File: src/shared/dsp_pkg.sv
package dsp_pkg;
  // ==========================================================
  // Widths
  localparam int SUM_W = 32;  // Primary and backup sum registers
  localparam int DATA_W = 16;  // Data memory and port data
  localparam int ADDR_W = 16;  // Data memory address
  localparam int PORT_W = 3;  // Port select on the low address lines
  localparam int IRQ_N = 16;  // Maskable interrupt sources
  localparam int REG_AW = 4;  // Register bus byte address
  localparam int OP_W = 4;  // Command code width
  localparam int RAM_AW = 10;  // On-chip RAM array index

  // ==========================================================
  // Command codes
  localparam logic [3:0] OP_NOP = 4'h0;
  localparam logic [3:0] OP_KEEP_LARGER = 4'h1;
  localparam logic [3:0] OP_KEEP_SMALLER = 4'h2;
  localparam logic [3:0] OP_IRQ_OFF = 4'h3;
  localparam logic [3:0] OP_IRQ_ON = 4'h4;
  localparam logic [3:0] OP_SHIFT_COPY = 4'h5;
  localparam logic [3:0] OP_SWAP_SUMS = 4'h6;
  localparam logic [3:0] OP_SERIAL_SIZE = 4'h7;
  localparam logic [3:0] OP_IDLE = 4'h8;
  localparam logic [3:0] OP_DEEP_SLEEP = 4'h9;
  localparam logic [3:0] OP_PORT_IN = 4'ha;

  // ==========================================================
  // Register map and control field positions
  localparam logic [3:0] REG_PRIMARY = 4'h0;
  localparam logic [3:0] REG_BACKUP = 4'h4;
  localparam logic [3:0] REG_STATUS = 4'h8;
  localparam logic [3:0] REG_ENABLE = 4'hc;
  localparam int ST_CARRY = 0;
  localparam int ST_BLOCK = 1;
  localparam int ST_WORDSEL = 2;
  localparam int ST_B0_DATA = 3;
  localparam int ST_COPY_ERR = 4;
  localparam int ST_IDLE = 5;
  localparam int ST_SLEEP = 6;

  // ==========================================================
  // Reset values
  localparam logic RST_BLOCK = 1'b1;  // Interrupts blocked out of reset
  localparam logic RST_WORDSEL = 1'b0;  // 16-bit serial words
  localparam logic RST_B0_DATA = 1'b1;  // Block zero mapped as data

  // ==========================================================
  // On-chip RAM block windows
  localparam logic [15:0] B0_LO = 16'h0200;
  localparam logic [15:0] B0_HI = 16'h02ff;
  localparam logic [15:0] B1_LO = 16'h0300;
  localparam logic [15:0] B1_HI = 16'h03ff;
  localparam logic [15:0] B2_LO = 16'h0060;
  localparam logic [15:0] B2_HI = 16'h007f;

  // Address lies in a block that is data memory right now
  function automatic logic in_onchip_ram(input logic [15:0] a, input logic b0_data);
    in_onchip_ram = (b0_data && a >= B0_LO && a <= B0_HI) ||
                    (a >= B1_LO && a <= B1_HI) || (a >= B2_LO && a <= B2_HI);
  endfunction : in_onchip_ram
endpackage : dsp_pkg

File: src/onchip_ram.sv
`timescale 1ns/1ps
module onchip_ram (
  input wire logic sys_clk,
  input wire logic b0_data,
  input wire logic rd_en,
  input wire logic [dsp_pkg::ADDR_W-1:0] rd_addr,
  output logic [dsp_pkg::DATA_W-1:0] rd_data,
  input wire logic wr_en,
  input wire logic [dsp_pkg::ADDR_W-1:0] wr_addr,
  input wire logic [dsp_pkg::DATA_W-1:0] wr_data
);
  import dsp_pkg::*;

  // ==========================================================
  // Storage
  // Blocks share one array; their windows never overlap in the low index bits
  logic [DATA_W-1:0] mem [0:(1<<RAM_AW)-1];

  // Synchronous read; outside the blocks reads as zero
  always_ff @(posedge sys_clk) begin
    if (rd_en) begin
      if (in_onchip_ram(rd_addr, b0_data)) begin
        rd_data <= mem[rd_addr[RAM_AW-1:0]];
      end else begin
        rd_data <= '0;
      end
    end
  end

  // Writes outside the blocks are dropped, external memory is not here
  always_ff @(posedge sys_clk) begin
    if (wr_en && in_onchip_ram(wr_addr, b0_data)) begin
      mem[wr_addr[RAM_AW-1:0]] <= wr_data;
    end
  end
endmodule : onchip_ram

File: src/dsp_cmd_core.sv
`timescale 1ns/1ps
// Function
// - Keep-larger writes signed maximum into both
// - Keep-larger sets carry when primary >= backup
// - Keep-smaller writes signed minimum into both
// - Keep-smaller clears carry when primary < backup
// - Irq-off sets global block, blocks at once
// - Irq-off spares reset irq and enables
// - Irq-on clears global block, accepts at once
// - Shift-copy writes word to next address
// - Shift-copy acts only inside on-chip blocks
// - Swap-sums exchanges both registers at once
// - Serial-size loads word-length select bit
// - Idle halts until reset or interrupt
// - Deep sleep gates clock until unmasked irq
// - Port-input stores 16-bit port word
// - Two-cycle port read with low strobe
// - Later port read uses select, strobes, ready
module dsp_cmd_core #(
  parameter bit LEGACY_PORT = 1'b0
) (
  input wire logic sys_clk,
  input wire logic rst_n,
  input wire logic [dsp_pkg::REG_AW-1:0] reg_addr,
  input wire logic [31:0] reg_wdata,
  input wire logic reg_wr,
  input wire logic reg_rd,
  output logic [31:0] reg_rdata,
  input wire logic cmd_valid,
  input wire logic [dsp_pkg::OP_W-1:0] cmd_op,
  input wire logic [dsp_pkg::ADDR_W-1:0] cmd_dma,
  input wire logic [dsp_pkg::PORT_W-1:0] cmd_port,
  input wire logic cmd_imm,
  output logic cmd_ready,
  output logic cmd_done,
  input wire logic [dsp_pkg::IRQ_N-1:0] irq_req,
  input wire logic reset_vector_irq,
  output logic irq_accept,
  output logic reset_irq_accept,
  output logic func_clk_en,
  output logic word_len_sel,
  output logic [dsp_pkg::ADDR_W-1:0] ext_addr,
  input wire logic [dsp_pkg::DATA_W-1:0] ext_data_in,
  input wire logic ext_ready,
  output logic port_read_strobe_n,
  output logic io_space_select_n,
  output logic bus_cycle_strobe_n,
  output logic read_strobe_n
);
  import dsp_pkg::*;

  // ==========================================================
  // State
  typedef enum {S_RUN, S_COPY, S_PORT_A, S_PORT_B, S_PORT_STORE, S_IDLE, S_SLEEP} state_e;
  state_e state_r;  // Sequencer state
  state_e state_nxt;  // Next sequencer state

  logic signed [SUM_W-1:0] primary_sum_register_r;  // Working sum
  logic signed [SUM_W-1:0] backup_sum_register_r;  // Buffered sum
  logic carry_r;  // Carry bit
  logic global_irq_block_r;  // Blocks maskable interrupts when set
  logic [IRQ_N-1:0] per_source_enable_set_r;  // Source enables
  logic b0_data_r;  // Block zero mapped as data memory
  logic copy_err_r;  // Sticky: shift-copy left the blocks
  logic [ADDR_W-1:0] dma_r;  // Latched data memory address
  logic [DATA_W-1:0] port_data_r;  // Word captured from the port
  logic [DATA_W-1:0] ram_rd_data;  // RAM read result
  logic cmd_fire;  // Command taken this cycle
  logic maskable_pend;  // Enabled source is requesting
  logic copy_ok;  // Source and target both inside blocks
  logic ram_wr_en;  // RAM write strobe
  logic [ADDR_W-1:0] ram_wr_addr;  // RAM write address
  logic [DATA_W-1:0] ram_wr_data;  // RAM write data
  logic [7:0] status_word;  // Status register image

  assign cmd_ready = (state_r == S_RUN);
  assign cmd_fire = cmd_valid && cmd_ready;
  assign maskable_pend = |(irq_req & per_source_enable_set_r);
  assign copy_ok = in_onchip_ram(dma_r, b0_data_r) &&
                   in_onchip_ram(dma_r + 16'h0001, b0_data_r);

  // ==========================================================
  // Sequencer
  // Next state; multi-cycle commands leave S_RUN and hold off new ones
  always_comb begin
    state_nxt = state_r;
    case (state_r)
      S_RUN: begin
        if (cmd_fire) begin
          case (cmd_op)
            OP_SHIFT_COPY: state_nxt = S_COPY;
            OP_PORT_IN: state_nxt = S_PORT_A;
            OP_IDLE: state_nxt = S_IDLE;
            OP_DEEP_SLEEP: state_nxt = S_SLEEP;
            default: state_nxt = S_RUN;
          endcase
        end
      end
      S_COPY: state_nxt = S_RUN;
      S_PORT_A: begin
        // Legacy strobe is a fixed two cycles; later bus waits on ready
        if (LEGACY_PORT) begin
          state_nxt = S_PORT_B;
        end else if (ext_ready) begin
          state_nxt = S_PORT_STORE;
        end
      end
      S_PORT_B: state_nxt = S_PORT_STORE;
      S_PORT_STORE: state_nxt = S_RUN;
      S_IDLE: begin
        // Any enabled request wakes idle, even while globally blocked
        if (maskable_pend || reset_vector_irq) begin
          state_nxt = S_RUN;
        end
      end
      S_SLEEP: begin
        // Only an unmasked request may restart the gated clock
        if ((maskable_pend && !global_irq_block_r) || reset_vector_irq) begin
          state_nxt = S_RUN;
        end
      end
      default: state_nxt = S_RUN;
    endcase
  end

  // State register; reset always returns to execution
  always_ff @(posedge sys_clk) begin
    if (!rst_n) begin
      state_r <= S_RUN;
    end else begin
      state_r <= state_nxt;
    end
  end

  // Completion pulse, one cycle after the last cycle of a command
  always_ff @(posedge sys_clk) begin
    if (!rst_n) begin
      cmd_done <= 1'b0;
    end else begin
      cmd_done <= (cmd_fire && cmd_op != OP_SHIFT_COPY && cmd_op != OP_PORT_IN &&
                   cmd_op != OP_IDLE && cmd_op != OP_DEEP_SLEEP) ||
                  state_r == S_COPY || state_r == S_PORT_STORE ||
                  ((state_r == S_IDLE || state_r == S_SLEEP) && state_nxt == S_RUN);
    end
  end

  // ==========================================================
  // Sum registers and carry
  // Commands win over a bus write in the same cycle
  always_ff @(posedge sys_clk) begin
    if (!rst_n) begin
      primary_sum_register_r <= '0;
      backup_sum_register_r <= '0;
    end else if (cmd_fire && cmd_op == OP_KEEP_LARGER) begin
      if (primary_sum_register_r >= backup_sum_register_r) begin
        backup_sum_register_r <= primary_sum_register_r;
      end else begin
        primary_sum_register_r <= backup_sum_register_r;
      end
    end else if (cmd_fire && cmd_op == OP_KEEP_SMALLER) begin
      if (primary_sum_register_r < backup_sum_register_r) begin
        backup_sum_register_r <= primary_sum_register_r;
      end else begin
        primary_sum_register_r <= backup_sum_register_r;
      end
    end else if (cmd_fire && cmd_op == OP_SWAP_SUMS) begin
      primary_sum_register_r <= backup_sum_register_r;
      backup_sum_register_r <= primary_sum_register_r;
    end else if (reg_wr && reg_addr == REG_PRIMARY) begin
      primary_sum_register_r <= reg_wdata;
    end else if (reg_wr && reg_addr == REG_BACKUP) begin
      backup_sum_register_r <= reg_wdata;
    end
  end

  // Both compares reduce to the same carry: set unless primary is below
  always_ff @(posedge sys_clk) begin
    if (!rst_n) begin
      carry_r <= 1'b0;
    end else if (cmd_fire && cmd_op == OP_KEEP_LARGER) begin
      carry_r <= (primary_sum_register_r >= backup_sum_register_r);
    end else if (cmd_fire && cmd_op == OP_KEEP_SMALLER) begin
      carry_r <= !(primary_sum_register_r < backup_sum_register_r);
    end
  end

  // ==========================================================
  // Interrupt masking
  // Only the global block changes; enables and reset request are untouched
  always_ff @(posedge sys_clk) begin
    if (!rst_n) begin
      global_irq_block_r <= RST_BLOCK;
    end else if (cmd_fire && cmd_op == OP_IRQ_OFF) begin
      global_irq_block_r <= 1'b1;
    end else if (cmd_fire && cmd_op == OP_IRQ_ON) begin
      global_irq_block_r <= 1'b0;
    end
  end

  // Source enables are software state, written over the bus only
  always_ff @(posedge sys_clk) begin
    if (!rst_n) begin
      per_source_enable_set_r <= '0;
    end else if (reg_wr && reg_addr == REG_ENABLE) begin
      per_source_enable_set_r <= reg_wdata[IRQ_N-1:0];
    end
  end

  // Acceptance only where the core can branch: running or waiting
  assign irq_accept = maskable_pend && !global_irq_block_r &&
                      (state_r == S_RUN || state_r == S_IDLE || state_r == S_SLEEP);
  assign reset_irq_accept = reset_vector_irq;
  assign func_clk_en = (state_r != S_SLEEP);

  // ==========================================================
  // Serial word size and memory map
  always_ff @(posedge sys_clk) begin
    if (!rst_n) begin
      word_len_sel <= RST_WORDSEL;
    end else if (cmd_fire && cmd_op == OP_SERIAL_SIZE) begin
      word_len_sel <= cmd_imm;
    end
  end

  always_ff @(posedge sys_clk) begin
    if (!rst_n) begin
      b0_data_r <= RST_B0_DATA;
    end else if (reg_wr && reg_addr == REG_STATUS) begin
      b0_data_r <= reg_wdata[ST_B0_DATA];
    end
  end

  // Sticky range fault; a new fault wins over a clear in the same cycle
  always_ff @(posedge sys_clk) begin
    if (!rst_n) begin
      copy_err_r <= 1'b0;
    end else if (state_r == S_COPY && !copy_ok) begin
      copy_err_r <= 1'b1;
    end else if (reg_wr && reg_addr == REG_STATUS && reg_wdata[ST_COPY_ERR]) begin
      copy_err_r <= 1'b0;
    end
  end

  // ==========================================================
  // Data memory path
  always_ff @(posedge sys_clk) begin
    if (!rst_n) begin
      dma_r <= '0;
    end else if (cmd_fire) begin
      dma_r <= cmd_dma;
    end
  end

  // Copy writes the read word one address up; port-in writes the port word
  always_comb begin
    ram_wr_en = 1'b0;
    ram_wr_addr = dma_r;
    ram_wr_data = port_data_r;
    if (state_r == S_COPY) begin
      ram_wr_en = copy_ok;
      ram_wr_addr = dma_r + 16'h0001;
      ram_wr_data = ram_rd_data;
    end else if (state_r == S_PORT_STORE) begin
      ram_wr_en = 1'b1;
    end
  end

  onchip_ram u_ram (
    .sys_clk(sys_clk),
    .b0_data(b0_data_r),
    .rd_en(cmd_fire && cmd_op == OP_SHIFT_COPY),
    .rd_addr(cmd_dma),
    .rd_data(ram_rd_data),
    .wr_en(ram_wr_en),
    .wr_addr(ram_wr_addr),
    .wr_data(ram_wr_data)
  );

  // ==========================================================
  // Port read bus
  // Port number rides on the low address lines for the whole access
  always_ff @(posedge sys_clk) begin
    if (!rst_n) begin
      ext_addr <= '0;
    end else if (cmd_fire && cmd_op == OP_PORT_IN) begin
      ext_addr <= {13'h0000, cmd_port};
    end
  end

  // Capture the 16-bit word at the end of the strobe
  always_ff @(posedge sys_clk) begin
    if (!rst_n) begin
      port_data_r <= '0;
    end else if ((LEGACY_PORT && state_r == S_PORT_B) ||
                 (!LEGACY_PORT && state_r == S_PORT_A && ext_ready)) begin
      port_data_r <= ext_data_in;
    end
  end

  assign port_read_strobe_n = !(LEGACY_PORT && (state_r == S_PORT_A || state_r == S_PORT_B));
  assign io_space_select_n = !(!LEGACY_PORT && state_r == S_PORT_A);
  assign bus_cycle_strobe_n = !(!LEGACY_PORT && state_r == S_PORT_A);
  assign read_strobe_n = !(!LEGACY_PORT && state_r == S_PORT_A);

  // ==========================================================
  // Register bus
  always_comb begin
    status_word = 8'h00;
    status_word[ST_CARRY] = carry_r;
    status_word[ST_BLOCK] = global_irq_block_r;
    status_word[ST_WORDSEL] = word_len_sel;
    status_word[ST_B0_DATA] = b0_data_r;
    status_word[ST_COPY_ERR] = copy_err_r;
    status_word[ST_IDLE] = (state_r == S_IDLE);
    status_word[ST_SLEEP] = (state_r == S_SLEEP);
  end

  // Read data stand only in the cycle after the strobe; unmapped reads zero
  always_ff @(posedge sys_clk) begin
    if (!rst_n) begin
      reg_rdata <= '0;
    end else if (!reg_rd) begin
      reg_rdata <= '0;
    end else if (reg_addr == REG_PRIMARY) begin
      reg_rdata <= primary_sum_register_r;
    end else if (reg_addr == REG_BACKUP) begin
      reg_rdata <= backup_sum_register_r;
    end else if (reg_addr == REG_STATUS) begin
      reg_rdata <= {24'h000000, status_word};
    end else if (reg_addr == REG_ENABLE) begin
      reg_rdata <= {16'h0000, per_source_enable_set_r};
    end else begin
      reg_rdata <= '0;
    end
  end

  // ==========================================================
  // Checks
  property p_larger;
    @(posedge sys_clk) disable iff (!rst_n)
    cmd_fire && cmd_op == OP_KEEP_LARGER |=> primary_sum_register_r == backup_sum_register_r &&
      primary_sum_register_r >= $past(primary_sum_register_r) &&
      primary_sum_register_r >= $past(backup_sum_register_r);
  endproperty
  a_larger: assert property (p_larger) else $error("keep-larger result wrong");

  property p_carry_larger;
    @(posedge sys_clk) disable iff (!rst_n)
    cmd_fire && cmd_op == OP_KEEP_LARGER |=>
      carry_r == ($past(primary_sum_register_r) >= $past(backup_sum_register_r));
  endproperty
  a_carry_larger: assert property (p_carry_larger) else $error("keep-larger carry wrong");

  property p_smaller;
    @(posedge sys_clk) disable iff (!rst_n)
    cmd_fire && cmd_op == OP_KEEP_SMALLER |=> primary_sum_register_r == backup_sum_register_r &&
      primary_sum_register_r <= $past(primary_sum_register_r) &&
      primary_sum_register_r <= $past(backup_sum_register_r);
  endproperty
  a_smaller: assert property (p_smaller) else $error("keep-smaller result wrong");

  property p_carry_smaller;
    @(posedge sys_clk) disable iff (!rst_n)
    cmd_fire && cmd_op == OP_KEEP_SMALLER |=>
      carry_r == !($past(primary_sum_register_r) < $past(backup_sum_register_r));
  endproperty
  a_carry_smaller: assert property (p_carry_smaller) else $error("keep-smaller carry wrong");

  property p_irq_off;
    @(posedge sys_clk) disable iff (!rst_n)
    cmd_fire && cmd_op == OP_IRQ_OFF |=> global_irq_block_r && !irq_accept &&
      per_source_enable_set_r == $past(per_source_enable_set_r);
  endproperty
  a_irq_off: assert property (p_irq_off) else $error("irq-off did not block");

  property p_irq_on;
    @(posedge sys_clk) disable iff (!rst_n)
    cmd_fire && cmd_op == OP_IRQ_ON ##1 (state_r == S_RUN && maskable_pend) |-> irq_accept;
  endproperty
  a_irq_on: assert property (p_irq_on) else $error("irq-on did not accept");

  property p_swap;
    @(posedge sys_clk) disable iff (!rst_n)
    cmd_fire && cmd_op == OP_SWAP_SUMS |=> primary_sum_register_r == $past(backup_sum_register_r)
      && backup_sum_register_r == $past(primary_sum_register_r);
  endproperty
  a_swap: assert property (p_swap) else $error("swap-sums wrong");

  property p_word;
    @(posedge sys_clk) disable iff (!rst_n)
    cmd_fire && cmd_op == OP_SERIAL_SIZE |=> word_len_sel == $past(cmd_imm);
  endproperty
  a_word: assert property (p_word) else $error("word-length select wrong");

  property p_sleep;
    @(posedge sys_clk) disable iff (!rst_n)
    cmd_fire && cmd_op == OP_DEEP_SLEEP |=> !func_clk_en && !cmd_ready;
  endproperty
  a_sleep: assert property (p_sleep) else $error("deep sleep left clock on");

  property p_idle;
    @(posedge sys_clk) disable iff (!rst_n)
    state_r == S_IDLE && !maskable_pend && !reset_vector_irq |=> state_r == S_IDLE;
  endproperty
  a_idle: assert property (p_idle) else $error("idle left without wake");

  property p_copy;
    @(posedge sys_clk) disable iff (!rst_n)
    state_r == S_COPY |-> ram_wr_en == copy_ok && ram_wr_addr == dma_r + 16'h0001;
  endproperty
  a_copy: assert property (p_copy) else $error("shift-copy target wrong");

  property p_port;
    @(posedge sys_clk) disable iff (!rst_n)
    cmd_fire && cmd_op == OP_PORT_IN |=> (!port_read_strobe_n == LEGACY_PORT) &&
      (!io_space_select_n == !LEGACY_PORT) && (!read_strobe_n == !LEGACY_PORT) &&
      ext_addr[2:0] == $past(cmd_port) ##1 (!port_read_strobe_n == LEGACY_PORT);
  endproperty
  a_port: assert property (p_port) else $error("port read strobe wrong");
endmodule : dsp_cmd_core

File: config.mk
export PLATFORM = sky130hd
export DESIGN_NAME = dsp_cmd_core
export DESIGN_NICKNAME = d
export VERILOG_FILES = /design/src/shared/dsp_pkg.sv /design/src/onchip_ram.sv /design/src/dsp_cmd_core.sv
export SDC_FILE = /design/constraint.sdc
export NUM_CORES = 1
export LEC_CHECK = 0
export ABC_AREA = 1
export BUFFER_PORTS_ARGS = -buffer_cell sky130_fd_sc_hd__buf_2
export CAP_MARGIN = 10
export CORE_ASPECT_RATIO = 0.9
export CORE_MARGIN = 2
export CORE_UTILIZATION = 46
export CTS_CLUSTER_SIZE = 14
export DETAILED_ROUTE_END_ITERATION = 7
export MAX_ROUTING_LAYER = met4
export PLACE_DENSITY = 0.76
export SETUP_SLACK_MARGIN = 0.3
export SKIP_CTS_REPAIR_TIMING = 1
export SKIP_LAST_GASP = 1
export SLEW_MARGIN = 40
export SYNTH_ARGS = -nofsm -noshare
export SYNTH_HDL_FRONTEND = slang
export SYNTH_HIERARCHICAL = 1
export SYNTH_SLANG_ARGS = --single-unit
export TNS_END_PERCENT = 100
File: constraint.sdc
create_clock -name sys_clk -period 2.1 [get_ports sys_clk]
set_input_delay 0.105 -clock sys_clk [delete_from_list [all_inputs] [get_ports sys_clk]]
set_output_delay 0.105 -clock sys_clk [all_outputs]
set_load 0.1 [all_outputs]
==> results.sh, run 1 <==
export IMPL_outcome="finished with violations"
export IMPL_failed_checks="hold timing, setup timing"
export IMPL_die_area_mm2=0.0223
export IMPL_crit_chain="inv_1 -> ha_4 -> a21oi_2 -> o21ai_1 -> a21oi_2 -> nand2_2 -> nand2_2 -> nand2_2 -> nand2_4 -> nand3_4 -> buf_12 -> nand2_1 -> nand2_1 -> nor2_2 -> nor2_1 -> nor2_1"
export IMPL_syn2layout_area_growth_pct=41.6
export IMPL_drc=0
export IMPL_synth_cell_area_mm2=0.00973
export IMPL_synthCells=1496
export IMPL_grt_usage_pct=27.5
export IMPL_dp_slack_ns=-0.256
export IMPL_core_mm2=0.0208
export IMPL_clk_latency_ns=0.44
export IMPL_rr_endpoint="primary_sum_register_r[30]$_SDFFE_PN0P_"
export IMPL_cts_tree="done"
export IMPL_setup_slack_ns=-0.437
export IMPL_grt_start_max_net_pins=103
export IMPL_dpl_cell_count=1994
export IMPL_vdd_drop_max_mv=0.413
export IMPL_htree_levels=4
export IMPL_cp_num_buf_inv=2
export IMPL_cp_endpoint="primary_sum_register_r[30]$_SDFFE_PN0P_"
export IMPL_fin_area_mm2=0.0138
export IMPL_worstPathMaxFanout=20
export IMPL_start_util_pct=46.8
export IMPL_die_x_um=157
export IMPL_grt_remaining_overflow=0
export IMPL_drtIter0Drc=1114
export IMPL_holdPathStages=3
export IMPL_root_buffer="clkbuf_16"
export IMPL_holdWs_ns=-0.0555
export IMPL_cp_data_required_time_ns=2.46
export IMPL_maxCapViolCount=0
export IMPL_slew_violations=0
export IMPL_worst_pin_slew_ns=0.514
export IMPL_netlist_area_leader_share_pct=34.8
export IMPL_crit_path_end_kind="flip-flop"
export IMPL_rsz0062_at_grt="yes"
export IMPL_multi_input_area_mm2=0.00636
export IMPL_synth_cell_type_count=44
export IMPL_nNetsFinal=1903
export IMPL_fmax_mhz=394
export IMPL_synth_area_leader_cell="dfxtp_1"
export IMPL_dr_pass1_iters=6
export IMPL_hold_viol=10
export IMPL_yosysSeqAreaShare_pct=34.8
export IMPL_worst_path_largest_cell_delay_ns=0.34
export IMPL_ys_seq_elements=169
export IMPL_cts_buffers=17
export IMPL_fp_row_count=50
export IMPL_timing_final_crit_share_pct=121
export IMPL_dpl_hpwl_mm=19.9
export IMPL_critPathSlowestCell="dfxtp_1"
export IMPL_grt_pass1_wl_mm=48.0
export IMPL_clk_pin_slew_ns=0.07
export IMPL_antenna_found_initial=0
export IMPL_max_slew_margin_pct=65.7
export IMPL_skew_ns=0.0111
export IMPL_cpMostUsedCell="nand2_2"
export IMPL_num_vias=11300
export IMPL_cp_top_family="simple AND/OR/NAND/NOR gates"
export IMPL_gp_congestion=0.938
export IMPL_register_area_mm2=0.00342
export IMPL_num_antenna_cells=0
export IMPL_drive_gt1_share_pct=32.2
export IMPL_synthTopCellsByArea="dfxtp_1 35%, nand2_1 12%, nor2_1 9.8%"
export IMPL_die_y_um=142
export IMPL_critPathKind="flip-flop to flip-flop"
export IMPL_crit_arrival_ns=2.89
export IMPL_crit_start="backup_sum_register_r[15]$_SDFFE_PN0P_"
export IMPL_finalSetupViolCount=66
export IMPL_drt_wirelength_per_cell_um=16.6
export IMPL_clk_path_buf_depth=2
export IMPL_p_leak_nw=6.05
export IMPL_grt_pass1_vias=9842
export IMPL_fillers=1646
export IMPL_yosysWarnings=6
export IMPL_portBuffers=126
export IMPL_placed_cell_area_mm2=0.0117
export IMPL_syn_avg_cell_area_um2=6.50
export IMPL_drt_vias_per_instance=5.48
export IMPL_r2r_start="backup_sum_register_r[15]$_SDFFE_PN0P_"
export IMPL_min_path_type="input pin to flip-flop"
export IMPL_top_level_ports=157
export IMPL_ant_nets=0
export IMPL_routed_wl_mm=34.4
export IMPL_reg2reg_slack_ns=-0.44
export IMPL_cp_depth=16
export IMPL_fin_cells=2070
export IMPL_cts_num_sinks=169
export IMPL_period_minus_slack_ns=2.54
export IMPL_worstSetupStartpointType="flip-flop"
export IMPL_reg2reg_depth=16
export IMPL_p_per_area_mw_per_mm2=658
## worst min-delay path, stage by stage
cell	delay, ns
buf_2	0.08
o21ai_1	0.06
a21oi_1	0.10
## placed cells by master, fill, tap and decap left out, types with 8 or more instances in the layout
cell type	instances
nand2_1	264
nor2_1	225
dfxtp_1	143
o21ai_0	131
buf_4	121
buf_2	120
inv_1	110
a21oi_1	101
nand3_1	68
nor2_2	48
o21ai_1	43
conb_1	43
a21oi_2	39
nand2_2	37
dfxtp_2	26
buf_12	25
dlygate4sd3_1	23
clkbuf_16	22
inv_2	20
ha_4	19
nand2_4	16
nor2_4	13
ha_1	13
nand3_2	12
o22ai_1	10
buf_6	10
nand4_1	8
## flip-flops by register name (all words and copies together) (netlist names), 3 cells and up
name / cells
primary_sum_register_r: 32
reg_rdata: 32
dma_r: 16
state_r: 32
ext_addr: 3
per_source_enable_set_r: 16
backup_sum_register_r: 32
## routing by layer
| layer | up-vias | track usage [%] | share of wire [%] | wire length, um |
|---|---|---|---|---|
| li1 | 5347 | - | - | - |
| met1 | 5174 | 35.6 | 39 | 13500 |
| met2 | 686 | 44.1 | 47 | 16100 |
| met3 | 137 | 4.90 | 9.8 | 3370 |
| met4 | 0 | 8.13 | 4.2 | 1430 |
| met5 | - | - | 0 | 0 |
## where the power goes
| part | leakage, nW | internal (mW) | total, mW | switching, mW |
|---|---|---|---|---|
| registers | 1.39 | 3.27 | 3.31 | 0.0354 |
| logic | 4.38 | 0.987 | 2.58 | 1.59 |
| clock network | 0.279 | 1.68 | 3.18 | 1.50 |
## through the flow
stage          util (%)  power, mW  TNS [ns]
3_3_place_gp       56.2       5.06     -9.95
5_1_grt            66.3       9.42    -29.47
3_5_place_dp       56.2       5.10    -13.38
4_1_cts            59.0       8.22    -15.51
2_1_floorplan         -       4.56    -23.09
6_report           66.3       9.06    -20.82
## worst min-delay path by stage
stage | from | end | slack, ns
6_report | cmd_dma[14] | dma_r[14]$_SDFFE_PN0P_ | -0.06
4_1_cts | cmd_port[0] | ext_addr[0]$_SDFFE_PN0P_ | -0.09
3_5_place_dp | cmd_dma[6] | dma_r[6]$_SDFFE_PN0P_ | 0.35
3_3_place_gp | cmd_dma[3] | dma_r[3]$_SDFFE_PN0P_ | 0.35
5_1_grt | reg_wdata[0] | per_source_enable_set_r[0]$_SDFFE_PN0P_ | -0.002
2_1_floorplan | cmd_port[0] | ext_addr[0]$_SDFFE_PN0P_ | 0.25
## cells by family (layout without fill, tap and decap cells)
family / after synthesis / in the layout / share of synthesized area [%]
other: 2 / 43 / 0.0772
and+or+nand+nor: 711 / 711 / 30.5
adders and majority gates: 33 / 33 / 4.24
buffers and inverters: 228 / 475 / 10.6
AOI/OAI and AO/OA: 350 / 350 / 19.6
DFF: 169 / 169 / 34.8
xor gates and xnor gates: 3 / 3 / 0.270
## Yosys cell counts (all sizes together)
master and number:
nand2 318, nor2 286, o21ai 175, dfxtp 169, a21oi 140, inv 133, nand3 83, buf 53
clkbuf 40, ha 33, o22ai 11, nor3 10, nand4 9, a22o 7, a221oi 5, or2 3
xor2 3, clkinv 2, conb 2, o2111ai 2, o21a 2, o311a 2, a21o 1, a31oi 1
nand2b 1, nor4 1, o211ai 1, o21bai 1, o221ai 1, o31ai 1
## final cells by class
| cell class | instances | area share [%] |
|---|---|---|
| Clock buffer | 17 | 3.09 |
| Clock inverter | 15 | 1.13 |
| Inverter | 135 | 3.79 |
| Multi-Input combinational cell | 1140 | 46.2 |
| Sequential cell | 169 | 24.8 |
| Tap cell | 286 | 2.60 |
| Timing Repair Buffer | 308 | 18.4 |
(Power assumes the default switching activity.)
==> run 2: changes to the inputs <==
Settings changed: CORE_ASPECT_RATIO 0.9 to 1.4.
==> results.sh, run 2 (synthesized netlist as in run 1, its figures left out) <==
export IMPL_power_frac_comb_pct=31.8
export IMPL_mostFrequentLayoutCell="nand2_1"
export IMPL_slew_violations=0
export IMPL_finalSetupTns_ns=-20.94
export IMPL_nNetsFinal=1915
export IMPL_drt_wirelength_per_cell_um=17.3
export IMPL_p_leak_nw=6.17
export IMPL_dr_pass1_iters=6
export IMPL_drive_gt1_share_pct=34.2
export IMPL_p_sw_mw=3.38
export IMPL_p_sw_share_pct=35.5
export IMPL_grt_remaining_overflow=0
export IMPL_drtIter0Drc=1021
export IMPL_die_x_um=127
export IMPL_num_vias=11600
export IMPL_rsz0062_at_grt="yes"
export IMPL_cp_data_required_time_ns=2.44
export IMPL_gp_congestion=0.894
export IMPL_outcome="finished with violations"
export IMPL_cts_buffers=17
export IMPL_core_mm2=0.0210
export IMPL_cts_num_sinks=169
export IMPL_worst_path_largest_cell_delay_ns=0.35
export IMPL_power_share_clock_pct=33.5
export IMPL_root_buffer="clkbuf_16"
export IMPL_holdPathStages=3
export IMPL_reg2reg_depth=16
export IMPL_reg2reg_slack_ns=-0.38
export IMPL_maxCapViolCount=0
export IMPL_final_cell_mix="235 x nand2_1, 204 x nor2_1, 149 x dfxtp_1, 132 x o21ai_0, 124 x buf_4"
export IMPL_min_delay_start="reg_wdata[6]"
export IMPL_timing_final_crit_share_pct=118
export IMPL_dpl_hpwl_mm=20.6
export IMPL_finalSetupViolCount=67
export IMPL_grt_start_max_net_pins=43
export IMPL_setup_slack_ns=-0.382
export IMPL_max_slew_margin_pct=54.2
export IMPL_fp_row_count=63
export IMPL_fmax_mhz=403
export IMPL_p_per_area_mw_per_mm2=676
export IMPL_start_util_pct=46.4
export IMPL_ant_nets=0
export IMPL_r2r_start="backup_sum_register_r[29]$_SDFFE_PN0P_"
export IMPL_worst_pin_slew_ns=0.686
export IMPL_cts_tree="done"
export IMPL_power_internal_mw=6.14
export IMPL_critPathKind="flip-flop to flip-flop"
export IMPL_worstSetupStartpointType="flip-flop"
export IMPL_routed_wl_mm=35.6
export IMPL_skew_ns=0.0137
export IMPL_clk_latency_ns=0.46
export IMPL_holdWs_ns=-0.0321
export IMPL_portBuffers=126
export IMPL_crit_path_end_kind="flip-flop"
export IMPL_die_y_um=176
export IMPL_clk_path_buf_depth=2
export IMPL_globalRouteMet2Util_pct=48.8
export IMPL_clk_pin_slew_ns=0.07
export IMPL_cp_top_family="simple AND/OR/NAND/NOR gates"
export IMPL_met1_usage_pct=29.3
export IMPL_drc=0
export IMPL_rr_endpoint="backup_sum_register_r[28]$_SDFFE_PN0P_"
export IMPL_whs_endpoint="per_source_enable_set_r[6]$_SDFFE_PN0P_"
export IMPL_worstPathMaxFanout=7
export IMPL_fillers=1591
export IMPL_vdd_drop_max_mv=0.717
export IMPL_drt_vias_per_instance=5.62
export IMPL_htree_levels=4
export IMPL_critPathSlowestCell="nor4_4"
export IMPL_p_seq_share_pct=34.7
export IMPL_failed_checks="hold timing, setup timing"
export IMPL_die_area_mm2=0.0223
export IMPL_hold_viol=9
export IMPL_syn2layout_area_growth_pct=44.9
export IMPL_top_level_ports=157
export IMPL_grt_usage_pct=27.6
export IMPL_cp_num_buf_inv=2
export IMPL_busiest_layer="met2"
export IMPL_period_minus_slack_ns=2.48
export IMPL_grt_pass1_vias=10500
export IMPL_crit_chain="inv_2 -> ha_4 -> nand2_4 -> nor2_4 -> nand2_4 -> nor4_4 -> nand2_4 -> nand2_4 -> nand2_8 -> nand3_4 -> buf_12 -> nand2_4 -> nand2_2 -> nor2_4 -> nor2_2 -> nor2_1"
export IMPL_crit_arrival_ns=2.82
export IMPL_cpMostUsedCell="nand2_4"
export IMPL_grt_pass1_wl_mm=48.6
export IMPL_min_path_type="input pin to flip-flop"
export IMPL_antenna_found_initial=1
export IMPL_power_mw=9.52
export IMPL_cp_depth=16
export IMPL_use_met3_pct=4.76
run 2: cell types whose count changed in the layout (fill, tap and decap cells not counted), moves of 8 or more:
cell / before / now
nor2_2: 48 / 61
dfxtp_2: 26 / 18
nand2_4: 16 / 29
nor2_1: 225 / 204
nor2_4: 13 / 21
nand2_2: 37 / 52
nand2_1: 264 / 235
run 2: how the worst max path moves through the flow:
stage / from / endpoint / slack [ns]
global route: primary_sum_register_r[25]$_SDFFE_PN0P_ / backup_sum_register_r[12]$_SDFFE_PN0P_ / -0.49
CTS: backup_sum_register_r[31]$_SDFFE_PN0P_ / backup_sum_register_r[28]$_SDFFE_PN0P_ / -0.37
floorplan: state_r[15]$_SDFF_PN0_ / backup_sum_register_r[16]$_SDFFE_PN0P_ / -0.37
global placement: backup_sum_register_r[9]$_SDFFE_PN0P_ / backup_sum_register_r[8]$_SDFFE_PN0P_ / -0.18
finish: backup_sum_register_r[29]$_SDFFE_PN0P_ / backup_sum_register_r[28]$_SDFFE_PN0P_ / -0.38
detailed placement: backup_sum_register_r[31]$_SDFFE_PN0P_ / primary_sum_register_r[27]$_SDFFE_PN0P_ / -0.29
run 2: power groups by stage:
stage                     Clock, mW  Sequential [mW]  Combinational, mW
after floorplan                   0             3.38               1.18
after global placement            0             3.37               1.74
after detailed placement          0             3.37               1.77
after CTS                      3.20             3.30               1.79
after global routing           3.36             3.31               3.18
final                          3.19             3.30               3.03
run 2: final cells by class:
type	instances	area, um2	share of cell area, %
Timing Repair Buffer	319	2680	19.0
Antenna cell	1	2.50	0.0178
Clock buffer	19	443	3.14
Inverter	135	524	3.72
Clock inverter	13	133	0.941
Tap cell	260	325	2.31
Multi-Input combinational cell	1141	6570	46.6
Sequential cell	169	3410	24.2
run 2: routing by layer:
layer | vias up | share of wire (%)
met4 | 0 | 6.0
met2 | 685 | 50
met1 | 5312 | 36
li1 | 5376 | -
met5 | - | 0
met3 | 187 | 8.2
run 2: metrics by stage:
stage	util (%)	setup slack, ns	instance area, um2	instances	hold slack, ns
2_1_floorplan	-	-0.369	10000	1537	0.248
3_3_place_gp	55.8	-0.180	11700	1969	0.347
3_5_place_dp	55.8	-0.289	11700	1969	0.345
4_1_cts	58.5	-0.371	12300	2001	-0.120
5_1_grt	67.2	-0.485	14100	2057	0.000904
6_report	67.2	-0.382	14100	2057	-0.0321
run 2: tightest hold or removal path, stage by stage:
cell,delay (ns)
buf_2,0.10
o21ai_0,0.08
a21oi_1,0.10
